==> config.mk <==
export PLATFORM = sky130hd
export DESIGN_NAME = pin_ctrl
export DESIGN_NICKNAME = d
export VERILOG_FILES = /design/src/verilog/pin_ctrl_pkg.sv /design/src/verilog/pin_ctrl.sv
export SDC_FILE = /design/constraint.sdc
export NUM_CORES = 1
export LEC_CHECK = 0
export CORE_UTILIZATION = 41
export CTS_BUF_LIST = sky130_fd_sc_hd__clkbuf_4 sky130_fd_sc_hd__clkbuf_8
export DETAILED_ROUTE_END_ITERATION = 8
export DONT_BUFFER_PORTS = 1
export HOLD_SLACK_MARGIN = 0.02
export PLACE_DENSITY = 0.66
export SLEW_MARGIN = 10
export SYNTH_ARGS = -nofsm -noshare
export SYNTH_HDL_FRONTEND = slang
export SYNTH_SLANG_ARGS = --single-unit
==> constraint.sdc <==
create_clock -name clk -period 2.5 [get_ports clk]
set_clock_uncertainty 0.15 [all_clocks]
set_input_delay 0.25 -clock clk [delete_from_list [all_inputs] [get_ports clk]]
set_output_delay 0.25 -clock clk [all_outputs]
set_load 0.01 [all_outputs]
==> src/verilog/pin_ctrl_pkg.sv <==
// Constants, register map and field layout of the pin-control block
// Overview of operation
// - Mux-control bit drives pins as mux selects
// - Sequencer handles at most four channels
// - Sync enable: low pin holds modulator reset
// - Alternate sync only with several channels enabled
// - Alternate sync: low pin stalls channel switch
// - Error mode field: off, input, open-drain, output
// - Error input: inverted pin ORed into error
// - Open-drain output pulls low on any error
// - Output mode drives pin actively from data bit
// - Error data bit: drive level or readback
// - Input enables bits 5 and 4, reset zero
// - Output enables bits 3 and 2, reset zero
// - Data bits 1 and 0: write drive, read pin when input-enabled and not driven
// - Bits 7 and 6 reserved, read zero
package pin_ctrl_pkg;
  localparam int          DATA_W          = 32;
  localparam int          ADDR_W          = 12;
  localparam int          CFG_W           = 16;
  // Register byte addresses
  localparam logic [11:0] ADDR_CONFIG     = 12'h000;
  localparam logic [11:0] ADDR_STATUS     = 12'h004;
  localparam logic [11:0] ADDR_IRQ_STATUS = 12'h008;
  localparam logic [11:0] ADDR_IRQ_ENABLE = 12'h00c;
  localparam logic [11:0] ADDR_IRQ_CLEAR  = 12'h010;
  // Configuration field positions
  localparam int          BIT_MUX_CTRL    = 12;
  localparam int          BIT_SYNC_EN     = 11;
  localparam int          BIT_ERR_MODE_HI = 10;
  localparam int          BIT_ERR_MODE_LO = 9;
  localparam int          BIT_ERR_LEVEL   = 8;
  localparam int          BIT_IN_EN1      = 5;
  localparam int          BIT_IN_EN0      = 4;
  localparam int          BIT_OUT_EN1     = 3;
  localparam int          BIT_OUT_EN0     = 2;
  localparam int          BIT_LEVEL1      = 1;
  localparam int          BIT_LEVEL0      = 0;
  // Writable bits; 15:13 and 7:6 read as zero
  localparam logic [15:0] CFG_WMASK       = 16'h1f3f;
  localparam logic [15:0] CFG_RESET       = 16'h0800;
  // Error pin modes
  localparam logic [1:0]  ERR_OFF         = 2'h0;
  localparam logic [1:0]  ERR_INPUT       = 2'h1;
  localparam logic [1:0]  ERR_OPEN_DRAIN  = 2'h2;
  localparam logic [1:0]  ERR_GP_OUT      = 2'h3;
  // Status register fields
  localparam int          ST_CONV_ERR     = 0;
  localparam int          ST_HOLD         = 1;
  localparam int          ST_STALL        = 2;
  // Interrupt event bits
  localparam int          IRQ_W           = 3;
  localparam int          EV_ERROR        = 0;
  localparam int          EV_SYNC_FALL    = 1;
  localparam int          EV_SYNC_RISE    = 2;
  localparam int          MAX_SEQ_CH      = 4;
endpackage : pin_ctrl_pkg

==> src/verilog/pin_ctrl.sv <==
// Pin control of the two general pins and the sync/error pin, APB slave
//
// Implementation choices: the register addresses and the APB slave port.
module pin_ctrl
  import pin_ctrl_pkg::*;
#(
  parameter int N_CH = MAX_SEQ_CH
) (
  input  wire logic              clk,
  input  wire logic              reset,
  input  wire logic              psel,
  input  wire logic              penable,
  input  wire logic              pwrite,
  input  wire logic [ADDR_W-1:0] paddr,
  input  wire logic [DATA_W-1:0] pwdata,
  output logic      [DATA_W-1:0] prdata,
  output logic                   pready,
  output logic                   pslverr,
  input  wire logic [1:0]        gp_pin_in,
  output logic      [1:0]        gp_pin_out,
  output logic      [1:0]        gp_pin_oe,
  input  wire logic              sync_err_in,
  output logic                   sync_err_out,
  output logic                   sync_err_oe,
  input  wire logic [1:0]        seq_channel,
  input  wire logic              seq_switch_due,
  input  wire logic [N_CH-1:0]   channel_enable,
  input  wire logic              alternate_sync_sel,
  input  wire logic              device_error,
  output logic                   modulator_hold,
  output logic                   sequencer_stall,
  output logic                   conv_error,
  output logic                   irq
);

  typedef struct packed {
    logic [CFG_W-1:0]  cfg;
    logic [IRQ_W-1:0]  irq_stat;
    logic [IRQ_W-1:0]  irq_en;
    logic              sync_prev;
    logic              err_prev;
    logic              stall;
    logic [DATA_W-1:0] rdata;
    logic              ready;
    logic              slverr;
    logic [1:0]        gp_out;
    logic [1:0]        gp_oe;
    logic              se_out;
    logic              se_oe;
    logic              hold;
    logic              cerr;
    logic              irq;
  } state_t;

  state_t st_reg;
  state_t st_next;

  logic             ext_mux_ctrl_en;
  logic             sync_en;
  logic [1:0]       err_mode;
  logic             error_pin_level;
  logic [1:0]       input_en;
  logic [1:0]       output_en;
  logic [1:0]       pin_level;
  logic             multi_ch;
  logic             alt_active;
  logic             err_in_term;
  logic             any_error;
  logic             access;
  logic [IRQ_W-1:0] events;

  // Field views of the configuration word
  assign ext_mux_ctrl_en = st_reg.cfg[BIT_MUX_CTRL];
  assign sync_en         = st_reg.cfg[BIT_SYNC_EN];
  assign err_mode        = st_reg.cfg[BIT_ERR_MODE_HI:BIT_ERR_MODE_LO];
  assign error_pin_level = st_reg.cfg[BIT_ERR_LEVEL];
  assign input_en        = {st_reg.cfg[BIT_IN_EN1], st_reg.cfg[BIT_IN_EN0]};
  assign output_en       = {st_reg.cfg[BIT_OUT_EN1], st_reg.cfg[BIT_OUT_EN0]};
  assign pin_level       = {st_reg.cfg[BIT_LEVEL1], st_reg.cfg[BIT_LEVEL0]};
  assign access          = psel & penable & ~st_reg.ready;

  // More than one enabled channel turns on sequencing
  assign multi_ch    = ($countones(channel_enable) > 1);
  assign alt_active  = sync_en & alternate_sync_sel & multi_ch;
  // Error input: pin is active low, so invert before merging
  assign err_in_term = (err_mode == ERR_INPUT) & ~sync_err_in;
  assign any_error   = device_error | err_in_term;

  always_comb begin
    st_next = st_reg;
    events  = '0;
    st_next.sync_prev = sync_err_in;
    st_next.err_prev  = any_error;
    st_next.ready     = 1'b0;
    st_next.slverr    = 1'b0;

    // Immediate sync holds the modulator while the pin is low
    st_next.hold = sync_en & ~alt_active & ~sync_err_in;
    // Alternate sync: a switch while low stalls until the pin rises
    if (!alt_active) begin
      st_next.stall = 1'b0;
    end else if (st_reg.stall && sync_err_in && !st_reg.sync_prev) begin
      st_next.stall = 1'b0;
    end else if (seq_switch_due && !sync_err_in) begin
      st_next.stall = 1'b1;
    end
    st_next.cerr = any_error;

    // General pins; mux selects take priority over data bits
    for (int i = 0; i < 2; i++) begin
      if (ext_mux_ctrl_en) begin
        st_next.gp_oe[i]  = 1'b1;
        st_next.gp_out[i] = seq_channel[i];
      end else begin
        st_next.gp_oe[i]  = output_en[i];
        st_next.gp_out[i] = pin_level[i];
      end
    end

    // Sync/error pin drive by error mode
    unique case (err_mode)
      ERR_OPEN_DRAIN: begin
        st_next.se_out = 1'b0;
        st_next.se_oe  = device_error;
      end
      ERR_GP_OUT: begin
        st_next.se_out = error_pin_level;
        st_next.se_oe  = 1'b1;
      end
      ERR_OFF, ERR_INPUT: begin
        st_next.se_out = 1'b0;
        st_next.se_oe  = 1'b0;
      end
    endcase

    // Interrupt events; a set in the clear cycle wins
    events[EV_ERROR]     = any_error & ~st_reg.err_prev;
    events[EV_SYNC_FALL] = ~sync_err_in & st_reg.sync_prev;
    events[EV_SYNC_RISE] = sync_err_in & ~st_reg.sync_prev;

    // APB access, answered one cycle after the access phase begins
    if (access) begin
      st_next.ready = 1'b1;
      st_next.rdata = '0;
      if (pwrite) begin
        unique case (paddr)
          ADDR_CONFIG: st_next.cfg = pwdata[CFG_W-1:0] & CFG_WMASK;
          ADDR_IRQ_ENABLE: st_next.irq_en = pwdata[IRQ_W-1:0];
          ADDR_IRQ_CLEAR: st_next.irq_stat = st_reg.irq_stat & ~pwdata[IRQ_W-1:0];
          ADDR_STATUS, ADDR_IRQ_STATUS: st_next.slverr = 1'b1;
          default: st_next.slverr = 1'b1;
        endcase
      end else begin
        unique case (paddr)
          ADDR_CONFIG: begin
            st_next.rdata[CFG_W-1:0] = st_reg.cfg;
            // Input pins read back their sampled level
            for (int i = 0; i < 2; i++) begin
              if (input_en[i] && !(output_en[i] || ext_mux_ctrl_en)) begin
                st_next.rdata[BIT_LEVEL0 + i] = gp_pin_in[i];
              end
            end
            if (err_mode == ERR_INPUT || (sync_en && err_mode == ERR_OFF)) begin
              st_next.rdata[BIT_ERR_LEVEL] = sync_err_in;
            end
          end
          ADDR_STATUS: begin
            st_next.rdata[ST_CONV_ERR] = st_reg.cerr;
            st_next.rdata[ST_HOLD]     = st_reg.hold;
            st_next.rdata[ST_STALL]    = st_reg.stall;
          end
          ADDR_IRQ_STATUS: st_next.rdata[IRQ_W-1:0] = st_reg.irq_stat;
          ADDR_IRQ_ENABLE: st_next.rdata[IRQ_W-1:0] = st_reg.irq_en;
          ADDR_IRQ_CLEAR: st_next.rdata = '0;
          default: st_next.slverr = 1'b1;
        endcase
      end
    end
    st_next.irq_stat = st_next.irq_stat | events;
    st_next.irq      = |(st_next.irq_stat & st_next.irq_en);
  end

  // Single state register
  always_ff @(posedge clk) begin
    if (reset) begin
      st_reg           <= '0;
      st_reg.cfg       <= CFG_RESET;
      st_reg.sync_prev <= 1'b1;
    end else begin
      st_reg <= st_next;
    end
  end

  // Outputs come straight from the state register
  assign prdata          = st_reg.rdata;
  assign pready          = st_reg.ready;
  assign pslverr         = st_reg.slverr;
  assign gp_pin_out      = st_reg.gp_out;
  assign gp_pin_oe       = st_reg.gp_oe;
  assign sync_err_out    = st_reg.se_out;
  assign sync_err_oe     = st_reg.se_oe;
  assign modulator_hold  = st_reg.hold;
  assign sequencer_stall = st_reg.stall;
  assign conv_error      = st_reg.cerr;
  assign irq             = st_reg.irq;

endmodule : pin_ctrl

==> impl_metrics.env <==
export IMPL_powerDensity_nw_per_um2=556.9
export IMPL_crit_fanout=3
export IMPL_rr_worst_depth=5
export IMPL_path_buf_inv=0
export IMPL_power_leakage_nw=0.8010
export IMPL_final_core_util=0.4615
export IMPL_synth_seq_cells=41
export IMPL_cpLargestDelayFamily="simple AND/OR/NAND/NOR gates"
export IMPL_ys_top_cells_by_count="dfxtp_1, buf_4, nor2_1"
export IMPL_worstHoldPathType="in2reg"
export IMPL_wirelength_mm=4.142
export IMPL_grt_setup_unrepaired="no"
export IMPL_synthTopCellsByArea="dfxtp_1, buf_4, nor2_1"
export IMPL_reg2reg_to="irq$_SDFF_PP0_"
export IMPL_viasPerCell=4.874
export IMPL_cts_tree="done"
export IMPL_fin_nets=271
export IMPL_synth_most_common_cell="dfxtp_1"
export IMPL_io_pins=105
export IMPL_cts_made_buffers=5
export IMPL_postSynthCellCount=205
export IMPL_ys_flop_type="dfxtp_1"
export IMPL_r2r_slack_ns=0.23
export IMPL_dieHeight_um=72.14
export IMPL_num_rows=25
export IMPL_antenna_found_initial=0
export IMPL_worst_pin_slew_ns=0.5589
export IMPL_max_freq_ghz=0.4407
export IMPL_die_area_um2=5204
export IMPL_end_kind="register"
export IMPL_htree_levels=2
export IMPL_synth_distinct_cells=40
export IMPL_slew_viol_final=0
export IMPL_antenna_left=0
export IMPL_slew_headroom=0.6258
export IMPL_largest_register_ffs=11
export IMPL_synth_area_um2=2017
export IMPL_yosysTopAreaCellShare=0.4069
export IMPL_path_cells="nand3b_4, or3b_1, nor4_2, mux2_2, a221o_1"
export IMPL_drt_iter0_drc=48
export IMPL_wire_per_inst_um=14.95
export IMPL_area_growth_pct=8.065
export IMPL_grt_pass1_vias=1319
export IMPL_path_class="reg2reg"
export IMPL_grt_ovfl_total=0
export IMPL_finalHoldViolations=0
export IMPL_synth_edff_count=0
export IMPL_worstReg2RegStart="pready$_SDFF_PP0_"
export IMPL_crit_required_ns=2.53
export IMPL_coreArea_um2=4723
export IMPL_postCtsSetupRepairBufs=0
export IMPL_worstPathArrival_ns=2.30
export IMPL_period_minus_slack_ns=2.269
export IMPL_report_final_setup_viol=0
export IMPL_clkPwrFrac=0.370
export IMPL_worstHoldStart="channel_enable[2]"
export IMPL_timing_final_crit_share=0.9077
export IMPL_worstSkewPairLatency_ns=0.29
export IMPL_cp_slowest_cell="or3b_1"
export IMPL_pwr_share_comb=0.079
export IMPL_drive_gt1_frac=0.1476
export IMPL_min_path_cells=3
export IMPL_grt_pass1_wl_mm=6.665
export IMPL_start_kind="register"
export IMPL_synthArstFlopShare=0
export IMPL_cts_sinks=41
export IMPL_start_util=0.4270
export IMPL_cts_root_buf="clkbuf_8"
export IMPL_holdPathEnd="modulator_hold$_SDFF_PP0_"
export IMPL_synth_top_cell_by_area="dfxtp_1"
export IMPL_dieWidth_um=72.14
export IMPL_first_pass_iters=4
export IMPL_status="finished clean"
export IMPL_remaining_drc_errors=0
export IMPL_numPortBuffers=0
export IMPL_power_frac_seq=0.551
export IMPL_clkTransAtPathRegs_ns=0.08
export IMPL_timing_setup_tns_ns=0
export IMPL_gr_usage_all_layers=0.1717
export IMPL_swShare=0.2341
export IMPL_p_int_uw=929.7
export IMPL_ys_seq_area_frac=0.4069
export IMPL_power_net_switching_uw=284.1
export IMPL_ir_drop_v=0.0002106
export IMPL_n_antenna_cell=0
export IMPL_cap_violations=0
export IMPL_max_stage_delay_ns=0.39
export IMPL_gp_congestion=0.7789
export IMPL_ys_warn_count=0
export IMPL_clockBufferDepth=2
export IMPL_grt_start_max_net_pins=39
export IMPL_dr_total_vias=1350
export IMPL_avgSynthCellArea_um2=9.839
export IMPL_dp_hpwl_mm=2.923
-- worst max path at each step --
stage                                  from  slack, ns        endpoint  cells after the start
after floorplan           pready$_SDFF_PP0_       0.20  irq$_SDFF_PP0_                      6
after global placement    pready$_SDFF_PP0_       0.16  irq$_SDFF_PP0_                      5
after detailed placement  pready$_SDFF_PP0_       0.09  irq$_SDFF_PP0_                      5
after CTS                 pready$_SDFF_PP0_       0.08  irq$_SDFF_PP0_                      5
after global routing      pready$_SDFF_PP0_       0.14  irq$_SDFF_PP0_                      5
final                     pready$_SDFF_PP0_       0.23  irq$_SDFF_PP0_                      5
-- power groups by stage --
stage	registers [mW]	logic, mW	clock network [mW]
2_1_floorplan	0.682	0.0836	0
3_3_place_gp	0.685	0.0588	0
3_5_place_dp	0.685	0.0596	0
4_1_cts	0.670	0.0950	0.461
5_1_grt	0.671	0.107	0.484
6_report	0.669	0.0959	0.449
-- placed cells by master, fill, tap and decap left out, types with 2 or more instances in the layout --
cell type	synthesis	final
nor2_1	35	35
nand2_1	5	5
nor3b_1	5	5
dlygate4sd3_1	0	17
inv_1	3	3
conb_1	1	21
mux2_2	4	4
a21oi_1	6	6
dfxtp_1	41	41
or2_2	2	2
o21ai_0	2	2
buf_4	37	3
a22oi_1	12	12
clkbuf_8	0	6
nor2b_1	3	3
mux4_2	3	3
mux2i_1	12	12
nand2b_1	2	2
nor3_1	3	3
-- worst reg2reg max path, cell delays in order, from the launching register on --
cell      delay, ns
dfxtp_1        0.35
nand3b_4       0.17
or3b_1         0.39
nor4_2         0.39
mux2_2         0.39
a221o_1        0.32
-- per-layer routing --
metal / routed length (um) / vias up / GRT usage / share of wire
met5: 0 / - / 0 / 0
met4: 51 / 0 / 0.05882 / 0.012
met3: 316 / 7 / 0.06944 / 0.076
li1: - / 665 / - / -
met2: 2031 / 45 / 0.2866 / 0.49
met1: 1743 / 633 / 0.1991 / 0.42
-- stage by stage --
stage | hold slack [ns] | power, mW | area, um2 | instances | setup slack [ns]
floorplan | 0.1838 | 0.7657 | 2092 | 225 | 0.1959
global placement | 0.1757 | 0.7435 | 1887 | 251 | 0.1565
detailed placement | 0.1747 | 0.7446 | 1887 | 251 | 0.09328
CTS | 0.03958 | 1.226 | 2173 | 277 | 0.07628
global route | 0.07413 | 1.262 | 2180 | 277 | 0.1439
finish | 0.04291 | 1.214 | 2180 | 277 | 0.2307
-- layout make-up --
| type | instances | area (um2) |
|---|---|---|
| Fill cell | 464 | 2544 |
| Inverter | 3 | 11.26 |
| Timing Repair Buffer | 21 | 212.7 |
| Clock inverter | 2 | 13.76 |
| Multi-Input combinational cell | 137 | 954.7 |
| Sequential cell | 41 | 820.8 |
| Clock buffer | 6 | 82.58 |
| Tap cell | 67 | 83.83 |
-- cells by family after synthesis --
logic type,after synthesis,share of synthesized area
flops,41,0.4069
simple gates,68,0.1998
other cells,1,0.001859
mux,19,0.1154
compound gates,28,0.1061
fa+ha+maj,1,0.009926
buf+inv,47,0.1600
-- what timing repair did --
action,4_1_cts,5_1_grt
gates resized for setup,0,1
endpoints found under the hold margin,39,0
setup endpoints to repair,0,1
hold buffers,18,0
No activity file was read; power rests on OpenSTA's default activity.
